[config.mk]
export PLATFORM = sky130hd
export DESIGN_NAME = ptmr_periodic_timer
export DESIGN_NICKNAME = d
export VERILOG_FILES = /design/src/verilog/ptmr_pkg.sv /design/src/verilog/ptmr_tick_if.sv /design/src/verilog/ptmr_prescaler.sv /design/src/verilog/ptmr_periodic_timer.sv
export SDC_FILE = /design/constraint.sdc
export NUM_CORES = 1
export LEC_CHECK = 0
export BUFFER_PORTS_ARGS = -buffer_cell sky130_fd_sc_hd__buf_2
export CAP_MARGIN = 30
export CELL_PAD_IN_SITES_DETAIL_PLACEMENT = 1
export CELL_PAD_IN_SITES_GLOBAL_PLACEMENT = 1
export CORE_UTILIZATION = 35
export DETAILED_ROUTE_END_ITERATION = 16
export GPL_ROUTABILITY_DRIVEN = 1
export HOLD_SLACK_MARGIN = 0.08
export PLACE_DENSITY = 0.81
export REMOVE_ABC_BUFFERS = 1
export SETUP_SLACK_MARGIN = 0.3
export SYNTH_ARGS = -nofsm -noshare
export SYNTH_HDL_FRONTEND = slang
export SYNTH_SLANG_ARGS = --single-unit
[constraint.sdc]
create_clock -name clock -period 2.9 [get_ports clock]
set_input_delay 0.435 -clock clock [delete_from_list [all_inputs] [get_ports clock]]
set_output_delay 0.435 -clock clock [all_outputs]
set_load 0.005 [all_outputs]
[src/verilog/ptmr_pkg.sv]
// constants and types shared by the periodic tick unit
package ptmr_pkg;
    // apb register byte offsets
    localparam logic [11:0] CTRL_OFFSET = 12'h000;
    localparam logic [11:0] MODULUS_OFFSET = 12'h004;
    localparam logic [11:0] STATUS_OFFSET = 12'h008;
    localparam logic [11:0] MASK_OFFSET = 12'h00C;
    localparam logic [11:0] SOURCE_OFFSET = 12'h010;
    // periodic_irq_control layout
    localparam int LEVEL_LSB = 8;
    localparam int LEVEL_MSB = 10;
    localparam int VECTOR_LSB = 0;
    localparam int VECTOR_MSB = 7;
    localparam logic [15:0] CTRL_RESET = 16'h000F;
    localparam logic [15:0] CTRL_IMPL_MASK = 16'h07FF;
    // periodic_timer_modulus layout
    localparam int PRESCALE_BIT = 8;
    localparam int MODULUS_LSB = 0;
    localparam int MODULUS_MSB = 7;
    localparam logic [7:0] MODULUS_RESET = 8'h00;
    // status and mask layout
    localparam int EXPIRE_BIT = 0;
    localparam int REQ_ACK_BIT = 1;
    localparam logic [1:0] STATUS_RESET = 2'h0;
    localparam logic [1:0] MASK_RESET = 2'h0;
    // timing: four crystal periods per base tick, optional divide by 512
    localparam int CLOCK_PERIOD_NS = 40;
    localparam int CRYSTAL_DIV = 4;
    localparam int PRESCALE_DIV = 512;
    localparam logic [1:0] CRYSTAL_LAST = 2'(CRYSTAL_DIV - 1);
    localparam logic [8:0] PRESCALE_LAST = 9'(PRESCALE_DIV - 1);
    localparam logic [2:0] LEVEL_OFF = 3'h0;
    typedef logic [2:0] ptmr_level_t;
    typedef logic [7:0] ptmr_vector_t;
endpackage

[src/verilog/ptmr_tick_if.sv]
`timescale 1ns/1ps
// tick link between the register block and the prescaler
interface ptmr_tick_if;
    logic prescaleSel;
    logic running;
    logic tick;
    modport ctrl (output prescaleSel, output running, input tick);
    modport gen (input prescaleSel, input running, output tick);
endinterface

[src/verilog/ptmr_prescaler.sv]
`timescale 1ns/1ps
// base divide-by-four and optional divide-by-512 tick generator
module ptmr_prescaler
    import ptmr_pkg::*;
(
    // clock and reset
    input wire logic clock,
    input wire logic rst_b,
    // tick link
    ptmr_tick_if.gen link
);
    logic [1:0] baseCnt_ff;
    logic [8:0] preCnt_ff;
    logic baseTick;
    logic tick_ff;

    assign baseTick = (baseCnt_ff == CRYSTAL_LAST);

    // four crystal periods per counted tick
    always_ff @(posedge clock) begin
        if (!rst_b || !link.running) begin
            baseCnt_ff <= 2'h0;
        end else begin
            baseCnt_ff <= baseTick ? 2'h0 : baseCnt_ff + 2'h1;
        end
    end

    // divide-by-512 stage, bypassed when prescale is off
    always_ff @(posedge clock) begin
        if (!rst_b || !link.running) begin
            preCnt_ff <= 9'h000;
        end else if (baseTick) begin
            preCnt_ff <= (preCnt_ff == PRESCALE_LAST) ? 9'h000 : preCnt_ff + 9'h001;
        end
    end

    // one-cycle tick pulse
    always_ff @(posedge clock) begin
        if (!rst_b || !link.running) begin
            tick_ff <= 1'b0;
        end else begin
            tick_ff <= baseTick && (!link.prescaleSel || preCnt_ff == PRESCALE_LAST); // RULE7 RULE9
        end
    end

    assign link.tick = tick_ff;
endmodule

[src/verilog/ptmr_periodic_timer.sv]
`timescale 1ns/1ps
// periodic tick unit: apb registers, modulus counter, request and acknowledge
//
// Operation
// RULE1: level zero disables; else request at level
// RULE2: equal level ties go to timer first
// RULE3: counter keeps running while level disabled
// RULE4: acknowledge returns programmed eight-bit vector
// RULE5: zero modulus stops timer completely
// RULE6: modulus register accessible at any time
// RULE7: prescale bit selects divide by 512
// RULE8: prescale bit resets to inverted strap
// RULE9: period is modulus times prescale times four
// RULE10: control top five bits read zero
// RULE11: strap at reset selects clock source
// RULE12: count down, reload, hold request until acknowledged
module ptmr_periodic_timer
    import ptmr_pkg::*;
(
    // clock and reset
    input wire logic clock,
    input wire logic rst_b,
    // apb slave
    input wire logic psel,
    input wire logic penable,
    input wire logic pwrite,
    input wire logic [11:0] paddr,
    input wire logic [31:0] pwdata,
    output logic [31:0] prdata,
    output logic pready,
    output logic pslverr,
    // strap pin
    input wire logic clockSourceStrap,
    output logic clockSourceSynth,
    // interrupt arbitration and acknowledge
    input wire ptmr_pkg::ptmr_level_t extIrqLevel,
    input wire logic iackReq,
    input wire ptmr_pkg::ptmr_level_t iackLevel,
    output ptmr_pkg::ptmr_level_t irqLevelOut,
    output logic ackValid,
    output logic ackExternal,
    output ptmr_pkg::ptmr_vector_t ackVector,
    // sticky-status interrupt
    output logic irq
);
    import ptmr_pkg::*;

    ////////////////////////////////////////////////////////////////
    // declarations
    ptmr_tick_if tickLink ();
    logic [10:0] ctrl_ff;
    logic prescale_ff;
    logic [7:0] modulus_ff;
    logic [7:0] count_ff;
    logic pending_ff;
    logic [1:0] status_ff;
    logic [1:0] mask_ff;
    logic [31:0] prdata_ff;
    logic ackValid_ff;
    logic ackExternal_ff;
    logic [7:0] ackVector_ff;
    logic strap1_ff;
    logic strap2_ff;
    logic strap3_ff;
    logic strapStable_ff;
    logic sourceSynth_ff;
    logic wrEn;
    logic rdSetup;
    logic mapped;
    logic expire;
    logic timerClaims;
    logic timerAck;
    ptmr_level_t level;
    ptmr_level_t timerLevel;
    logic [31:0] rdValue;

    ////////////////////////////////////////////////////////////////
    // bus decode
    assign wrEn = psel && penable && pwrite;
    assign rdSetup = psel && !penable && !pwrite;
    assign mapped = (paddr == CTRL_OFFSET) || (paddr == MODULUS_OFFSET)
                    || (paddr == STATUS_OFFSET) || (paddr == MASK_OFFSET)
                    || (paddr == SOURCE_OFFSET);
    assign pready = 1'b1;
    assign pslverr = psel && penable && !mapped;
    assign prdata = prdata_ff;
    assign level = ctrl_ff[LEVEL_MSB:LEVEL_LSB];

    ////////////////////////////////////////////////////////////////
    // strap synchroniser: change accepted when second and third agree
    always_ff @(posedge clock) begin
        strap1_ff <= clockSourceStrap;
        strap2_ff <= strap1_ff;
        strap3_ff <= strap2_ff;
    end

    // filtered strap level
    always_ff @(posedge clock) begin
        if (strap2_ff == strap3_ff) begin
            strapStable_ff <= strap3_ff;
        end
    end

    // clock source latched while reset is held
    always_ff @(posedge clock) begin
        if (!rst_b) begin
            sourceSynth_ff <= strapStable_ff; // RULE11
        end
    end

    assign clockSourceSynth = sourceSynth_ff;

    ////////////////////////////////////////////////////////////////
    // control register: level and vector
    always_ff @(posedge clock) begin
        if (!rst_b) begin
            ctrl_ff <= CTRL_RESET[10:0];
        end else if (wrEn && paddr == CTRL_OFFSET) begin
            ctrl_ff <= pwdata[10:0]; // RULE10
        end
    end

    // modulus register, writable at any time
    always_ff @(posedge clock) begin
        if (!rst_b) begin
            modulus_ff <= MODULUS_RESET;
        end else if (wrEn && paddr == MODULUS_OFFSET) begin
            modulus_ff <= pwdata[MODULUS_MSB:MODULUS_LSB]; // RULE6
        end
    end

    // prescale select, reset from the inverted strap
    always_ff @(posedge clock) begin
        if (!rst_b) begin
            prescale_ff <= !strapStable_ff; // RULE8
        end else if (wrEn && paddr == MODULUS_OFFSET) begin
            prescale_ff <= pwdata[PRESCALE_BIT]; // RULE7
        end
    end

    ////////////////////////////////////////////////////////////////
    // prescaler
    assign tickLink.prescaleSel = prescale_ff;
    assign tickLink.running = (modulus_ff != 8'h00); // RULE5

    ptmr_prescaler u_prescaler (
        .clock(clock),
        .rst_b(rst_b),
        .link(tickLink.gen)
    );

    ////////////////////////////////////////////////////////////////
    // modulus down counter
    assign expire = tickLink.tick && (count_ff == 8'h01) && (modulus_ff != 8'h00); // RULE5

    always_ff @(posedge clock) begin
        if (!rst_b) begin
            count_ff <= MODULUS_RESET;
        end else if (modulus_ff == 8'h00) begin
            count_ff <= 8'h00; // RULE5
        end else if (wrEn && paddr == MODULUS_OFFSET) begin
            count_ff <= pwdata[MODULUS_MSB:MODULUS_LSB];
        end else if (count_ff == 8'h00 || expire) begin
            count_ff <= modulus_ff; // RULE12
        end else if (tickLink.tick) begin
            count_ff <= count_ff - 8'h01; // RULE9 RULE3
        end
    end

    ////////////////////////////////////////////////////////////////
    // request and acknowledge arbitration
    assign timerLevel = pending_ff ? level : LEVEL_OFF; // RULE1
    assign irqLevelOut = (timerLevel >= extIrqLevel) ? timerLevel : extIrqLevel;
    assign timerClaims = pending_ff && (level != LEVEL_OFF) && (iackLevel == level); // RULE2
    assign timerAck = iackReq && timerClaims;

    // pending request, set wins over acknowledge
    always_ff @(posedge clock) begin
        if (!rst_b) begin
            pending_ff <= 1'b0;
        end else if (expire) begin
            pending_ff <= 1'b1; // RULE12 RULE3
        end else if (timerAck) begin
            pending_ff <= 1'b0; // RULE12
        end
    end

    // acknowledge answer one cycle after the request
    always_ff @(posedge clock) begin
        if (!rst_b) begin
            ackValid_ff <= 1'b0;
            ackExternal_ff <= 1'b0;
            ackVector_ff <= 8'h00;
        end else begin
            ackValid_ff <= timerAck;
            ackExternal_ff <= iackReq && !timerClaims; // RULE2
            if (timerAck) begin
                ackVector_ff <= ctrl_ff[VECTOR_MSB:VECTOR_LSB]; // RULE4
            end
        end
    end

    assign ackValid = ackValid_ff;
    assign ackExternal = ackExternal_ff;
    assign ackVector = ackVector_ff;

    ////////////////////////////////////////////////////////////////
    // sticky status, write one to clear, set wins
    always_ff @(posedge clock) begin
        if (!rst_b) begin
            status_ff <= STATUS_RESET;
        end else begin
            for (int i = 0; i < 2; i++) begin
                if ((i == EXPIRE_BIT && expire) || (i == REQ_ACK_BIT && timerAck)) begin
                    status_ff[i] <= 1'b1;
                end else if (wrEn && paddr == STATUS_OFFSET && pwdata[i]) begin
                    status_ff[i] <= 1'b0;
                end
            end
        end
    end

    // interrupt mask
    always_ff @(posedge clock) begin
        if (!rst_b) begin
            mask_ff <= MASK_RESET;
        end else if (wrEn && paddr == MASK_OFFSET) begin
            mask_ff <= pwdata[1:0];
        end
    end

    assign irq = |(status_ff & mask_ff);

    ////////////////////////////////////////////////////////////////
    // read mux, captured in the setup cycle
    always_comb begin
        rdValue = 32'h0000_0000;
        case (paddr)
            CTRL_OFFSET: rdValue = {21'h000000, ctrl_ff}; // RULE10
            MODULUS_OFFSET: rdValue = {23'h000000, prescale_ff, modulus_ff}; // RULE6
            STATUS_OFFSET: rdValue = {30'h00000000, status_ff};
            MASK_OFFSET: rdValue = {30'h00000000, mask_ff};
            SOURCE_OFFSET: rdValue = {30'h00000000, pending_ff, sourceSynth_ff};
            default: rdValue = 32'h0000_0000;
        endcase
    end

    // read data register
    always_ff @(posedge clock) begin
        if (!rst_b) begin
            prdata_ff <= 32'h0000_0000;
        end else if (rdSetup) begin
            prdata_ff <= rdValue;
        end
    end
endmodule

==> impl_metrics.env, run 1 <==
export IMPL_synth_cell_types=52
export IMPL_mostFrequentLayoutCells="dfxtp_1 (66), nand2_1 (62), buf_2 (62)"
export IMPL_ir_drop_uv=208.3
export IMPL_ys_ff_latch=71
export IMPL_num_vias=2925
export IMPL_firstDrtPassIters=4
export IMPL_startpoint_type="flop"
export IMPL_seqCellArea_um2=1454
export IMPL_arrival_ns=1.92
export IMPL_io_pins=106
export IMPL_final_setup_tns_ns=0
export IMPL_status="complete, no violations"
export IMPL_synth_edff_count=3
export IMPL_mostFrequentLayoutCell="dfxtp_1"
export IMPL_timing_fmax_mhz=425.1
export IMPL_multi_input_area_um2=1730
export IMPL_clockPowerShare_pct=42.9
export IMPL_relSlewSlack_pct=63.20
export IMPL_finalHoldViolations=0
export IMPL_crit_path_top_delay_cell="dfxtp_2"
export IMPL_htree_levels=3
export IMPL_die_h_um=100.1
export IMPL_cp_max_fo=6
export IMPL_async_flop_share_pct=0
export IMPL_gp_congestion=0.7890
export IMPL_drive_gt1_share_pct=21.71
export IMPL_die_width_um=100.1
export IMPL_finalNetCount=516
export IMPL_clk_latency_ns=0.35
export IMPL_remaining_drc_errors=0
export IMPL_area_growth_pct=17.06
export IMPL_max_cap_violations=0
export IMPL_crit_chain="nand2_1, ha_1, nand2b_1, a21o_1, a21o_1, o21ai_0, buf_2"
export IMPL_tightest_slew_ns=0.5483
export IMPL_drv_slew=0
export IMPL_grt_start_max_net_pins=26
export IMPL_drt_initial_drc_count=100
export IMPL_hold_path_class="in -> reg"
export IMPL_synth_ff_type="dfxtp_1"
export IMPL_power_density_nw_per_um2=481.3
export IMPL_place_hpwl_um=6492
export IMPL_wirelength_um=8433
export IMPL_cellLeakagePower_nw=1.589
export IMPL_initial_core_util_pct=36.27
export IMPL_path_delay_family="compound AO/OA/AOI/OAI gates"
export IMPL_synth_cells=389
export IMPL_internal_power_mw=1.449
export IMPL_antenna_found_initial=0
export IMPL_period_share_pct=81.12
export IMPL_rsz0062_at_grt="false"
export IMPL_cts_setup_buffers=0
export IMPL_grt_usage_pct=17.87
export IMPL_numCtsBuffers=9
export IMPL_slowest_delay_ns=0.39
export IMPL_path_buf_inv=1
export IMPL_cts_clk_slew_worst_paths_ns=0.08
export IMPL_p_seq_share_pct=52.4
export IMPL_yosys_warnings=0
export IMPL_period_minus_slack_ns=2.353
export IMPL_syn_cell_area_um2=3367
export IMPL_worst_slack_ns=0.5475
export IMPL_num_rows=35
export IMPL_grt_pass1_wl_um=13900
export IMPL_nFillCells=1137
export IMPL_core_region_area_um2=9284
export IMPL_clockBufferDepth=2
export IMPL_grt_pass1_vias=2851
export IMPL_cts_tree="yes"
export IMPL_p_sw_uw=447.5
export IMPL_post_place_ws_ns=0.5555
export IMPL_finalSetupViolCount=0
export IMPL_crit_path_end_kind="output pin"
export IMPL_synth_area_per_cell_um2=8.655
export IMPL_cts_sinks=71
export IMPL_skew_ns=0.01135
export IMPL_cp_required_ns=2.47
export IMPL_dieArea_um2=10020
export IMPL_port_buffers=62
export IMPL_grt_overflow_total=0
export IMPL_ys_seq_area_share_pct=43.11
export IMPL_combPwrFrac_pct=4.7
export IMPL_wire_per_inst_um=14.42
export IMPL_cts_root_buf="clkbuf_8"
export IMPL_timing_worst_setup_path_type="reg -> out"
export IMPL_ant_nets=0
export IMPL_diodes=0
export IMPL_vias_per_cell=5.000
export IMPL_p_sw_share_pct=23.59
export IMPL_crit_path_frequent_cell="a21o_1"
[flip-flops by register name (all words and copies together), names as in the netlist, 8 cells and up]
register / count
ackVector: 8
u_prescaler.preCnt_ff: 9
prdata: 11
modulus_ff: 8
ctrl_ff: 11
count_ff: 8
[path summary, 6_finish.rpt]
| kind | slack, ns | to | start | cells after the start |
|---|---|---|---|---|
| min | 0.19 | strap1_ff | clockSourceStrap | 1 |
| min reg2reg | 0.33 | strap2_ff | strap1_ff | 0 |
| max | 0.55 | irqLevelOut[2] | ctrl_ff[8] | 7 |
| max reg2reg | 0.78 | u_prescaler.preCnt_ff[0] | modulus_ff[3] | 5 |
[timing repair]
action                     4_1_cts  5_1_grt
gates resized for setup          0        2
setup endpoints to repair        0        1
hold buffers                     0        0
[synthesized netlist by cell type, types with 5 or more instances]
library cell	number	area share [%]
o21ai_1	9	1.3
and2_1	5	0.93
nor2_1	32	3.6
a22oi_1	8	1.8
clkbuf_1	11	1.2
nand2_1	62	6.9
xor2_1	7	1.8
dfxtp_1	68	40
inv_1	7	0.78
and3_1	5	0.93
mux2i_1	15	4.5
ha_1	8	3.0
nor3_1	5	0.74
nand4_1	6	1.1
a21oi_1	28	4.2
o21ai_0	8	1.2
nand2b_1	5	0.93
nand3_1	14	2.1
buf_4	22	4.9
xnor2_1	6	1.6
[per-layer routing]
metal | vias up | track usage [%] | wire, um
li1 | 1440 | - | -
met1 | 1408 | 21.27 | 3714
met2 | 67 | 31.56 | 4277
met4 | 0 | 7.469 | 110
met3 | 10 | 3.343 | 330
met5 | - | 0 | 0
[power groups by stage]
| stage | registers, mW | clock network (mW) | logic, mW |
|---|---|---|---|
| floorplan | 1.01 | 0 | 0.0358 |
| global placement | 1.02 | 0 | 0.0861 |
| detailed placement | 1.02 | 0 | 0.0886 |
| CTS | 0.993 | 0.840 | 0.0892 |
| global route | 0.994 | 0.886 | 0.100 |
| finish | 0.993 | 0.814 | 0.0898 |
[stage by stage]
step	power [mW]	std cells	utilization [%]	hold slack [ns]	cell area, um2
5_1_grt	1.981	585	42.45	0.1742	3941
4_1_cts	1.922	585	42.43	0.1683	3939
6_report	1.897	585	42.45	0.1857	3941
2_1_floorplan	1.050	372	-	0.3096	3209
3_5_place_dp	1.105	569	40.20	0.3151	3732
3_3_place_gp	1.102	569	40.20	0.3127	3732
[area by class of cell]
class / count / share of cell area, %
Clock buffer: 10 / 3.492
Sequential cell: 71 / 36.89
Clock inverter: 6 / 1.746
Multi-Input combinational cell: 292 / 43.90
Inverter: 9 / 0.8571
Tap cell: 129 / 4.095
Timing Repair Buffer: 68 / 9.016
[logic make-up after synthesis]
group | count (synthesis) | share of synthesized area (%)
mux | 17 | 5.128
simple gates | 155 | 22.37
fa+ha+maj | 8 | 2.973
compound gates | 77 | 14.90
other cells | 2 | 0.2230
xor+xnor | 13 | 3.382
buf+inv | 46 | 7.915
flops | 71 | 43.11
No activity file was read; power rests on OpenSTA's default activity.
==> inputs of run 2 (changes only) <==
==> constraint.sdc (replaced) <==
create_clock -name clock -period 2.3 [get_ports clock]
set_input_delay 0.345 -clock clock [delete_from_list [all_inputs] [get_ports clock]]
set_output_delay 0.345 -clock clock [all_outputs]
set_load 0.005 [all_outputs]
==> run 2 against run 1 <==
Core utilization increased by 1.4 points; highest routed layer unchanged; sequential power is 26% higher; die area did not move; first-iteration DRC count is 48% higher; combinational power grew 36%.
==> impl_metrics.env, run 2 (synthesis results as in run 1) <==
export IMPL_finalSetupViolCount=0
export IMPL_initial_core_util_pct=36.27
export IMPL_gp_congestion=0.8048
export IMPL_cts_clk_slew_worst_paths_ns=0.08
export IMPL_num_rows=35
export IMPL_drt_initial_drc_count=148
export IMPL_cts_tree="yes"
export IMPL_p_seq_share_pct=52.2
export IMPL_timing_worst_setup_path_type="reg -> out"
export IMPL_nFillCells=1123
export IMPL_grt_overflow_total=0
export IMPL_diodes=0
export IMPL_mostFrequentLayoutCell="dfxtp_1"
export IMPL_remaining_drc_errors=0
export IMPL_post_dp_cell_area_um2=3747
export IMPL_grt_usage_pct=18.28
export IMPL_grt_pass1_vias=3017
export IMPL_ir_drop_uv=314.3
export IMPL_clockPowerShare_pct=42.7
export IMPL_final_area_um2=4073
export IMPL_startpoint_type="flop"
export IMPL_area_growth_pct=20.96
export IMPL_seqCellArea_um2=1460
export IMPL_timing_hold_ws_ns=0.1084
export IMPL_hold_path_class="in -> reg"
export IMPL_clockBufferDepth=2
export IMPL_status="complete, no violations"
export IMPL_crit_path_end_kind="output pin"
export IMPL_mostFrequentLayoutCells="dfxtp_1 (65), buf_2 (62), nand2_1 (59)"
export IMPL_grt_start_max_net_pins=34
export IMPL_ctsHoldBuffers=0
export IMPL_dpl_cell_count=571
export IMPL_period_share_pct=92.66
export IMPL_cp_required_ns=1.96
export IMPL_combPwrFrac_pct=5.1
export IMPL_skew_ns=0.01320
export IMPL_period_minus_slack_ns=2.131
export IMPL_multi_input_area_um2=1817
export IMPL_num_vias=2971
export IMPL_die_h_um=100.1
export IMPL_tightest_slew_ns=0.5106
export IMPL_internal_power_mw=1.807
export IMPL_drv_slew=0
export IMPL_p_sw_uw=586.0
export IMPL_die_width_um=100.1
export IMPL_power_density_nw_per_um2=587.7
export IMPL_htree_levels=3
export IMPL_max_cap_violations=0
export IMPL_port_buffers=62
export IMPL_antenna_found_initial=0
export IMPL_io_pins=106
export IMPL_firstDrtPassIters=4
export IMPL_instances_no_fill=592
export IMPL_drive_gt1_share_pct=25.70
export IMPL_place_hpwl_um=6368
export IMPL_wire_per_inst_um=15.04
export IMPL_relSlewSlack_pct=65.65
export IMPL_rsz0062_at_grt="true"
export IMPL_finalHoldViolations=0
export IMPL_vias_per_cell=5.019
export IMPL_cellLeakagePower_nw=1.662
export IMPL_final_setup_tns_ns=0
export IMPL_cp_max_fo=6
export IMPL_finalNetCount=523
export IMPL_clk_latency_ns=0.35
export IMPL_cts_root_buf="clkbuf_8"
export IMPL_timing_fmax_mhz=469.2
export IMPL_grt_pass1_wl_um=14380
export IMPL_arrival_ns=1.79
export IMPL_wirelength_um=8901
export IMPL_numCtsBuffers=9
export IMPL_cts_sinks=71
export IMPL_core_region_area_um2=9284
export IMPL_ant_nets=0
export IMPL_dieArea_um2=10020
export IMPL_p_sw_share_pct=24.48
[run 2: worst paths after layout]
path / startpoint / to / slack (ns) / cells after the start
worst max-delay path: pending_ff / irqLevelOut[1] / 0.17 / 8
worst min-delay path: clockSourceStrap / strap1_ff / 0.11 / 1
worst max register to register: modulus_ff[3] / count_ff[1] / 0.40 / 5
worst min register to register: strap1_ff / strap2_ff / 0.33 / 0
[run 2: power groups by stage]
stage,Sequential [mW],Clock (mW),Combinational (mW)
after detailed placement,1.28,0,0.113
after global routing,1.25,1.10,0.136
after floorplan,1.28,0,0.0451
after global placement,1.28,0,0.109
after CTS,1.25,1.05,0.116
final,1.25,1.02,0.122
[run 2: per-stage QoR]
step	total power, mW	worst slack, ns	util, %
6_report	2.394	0.1687	43.87
5_1_grt	2.491	0.08346	43.87
4_1_cts	2.412	0.1887	43.29
3_5_place_dp	1.394	0.2102	40.36
3_3_place_gp	1.390	0.3011	40.36
2_1_floorplan	1.325	-0.3238	-
[run 2: worst max-delay path, cell delays in order (launching register included)]
cell and delay (ns):
dfxtp_4 0.39, nand2_4 0.06, ha_4 0.20, nand2b_4 0.12, a21o_1 0.19, a21o_4 0.25
nand2_2 0.07, o21ai_2 0.05, buf_2 0.12
[run 2: cell type report]
type                            instances  share of cell area (%)
Inverter                                9                  0.8295
Clock buffer                            9                   3.041
Multi-Input combinational cell        293                   44.61
Tap cell                              129                   3.963
Clock inverter                          7                   1.874
Sequential cell                        71                   35.85
Timing Repair Buffer                   74                   9.831
[run 2: what timing repair did]
item                       4_1_cts  5_1_grt
setup buffers                    3        1
cloned                           1        0
setup endpoints to repair        4        9
pin swaps                        5        6
gates resized for setup         13        9
[run 2: layer usage]
layer	wire length [um]	vias to the layer above	part of all wire (%)	GRT usage (%)
met3	273	8	3.1	2.507
met4	108	0	1.2	7.581
met2	4689	73	53	34.06
li1	-	1454	-	-
met5	0	-	0	0
met1	3828	1436	43	20.90
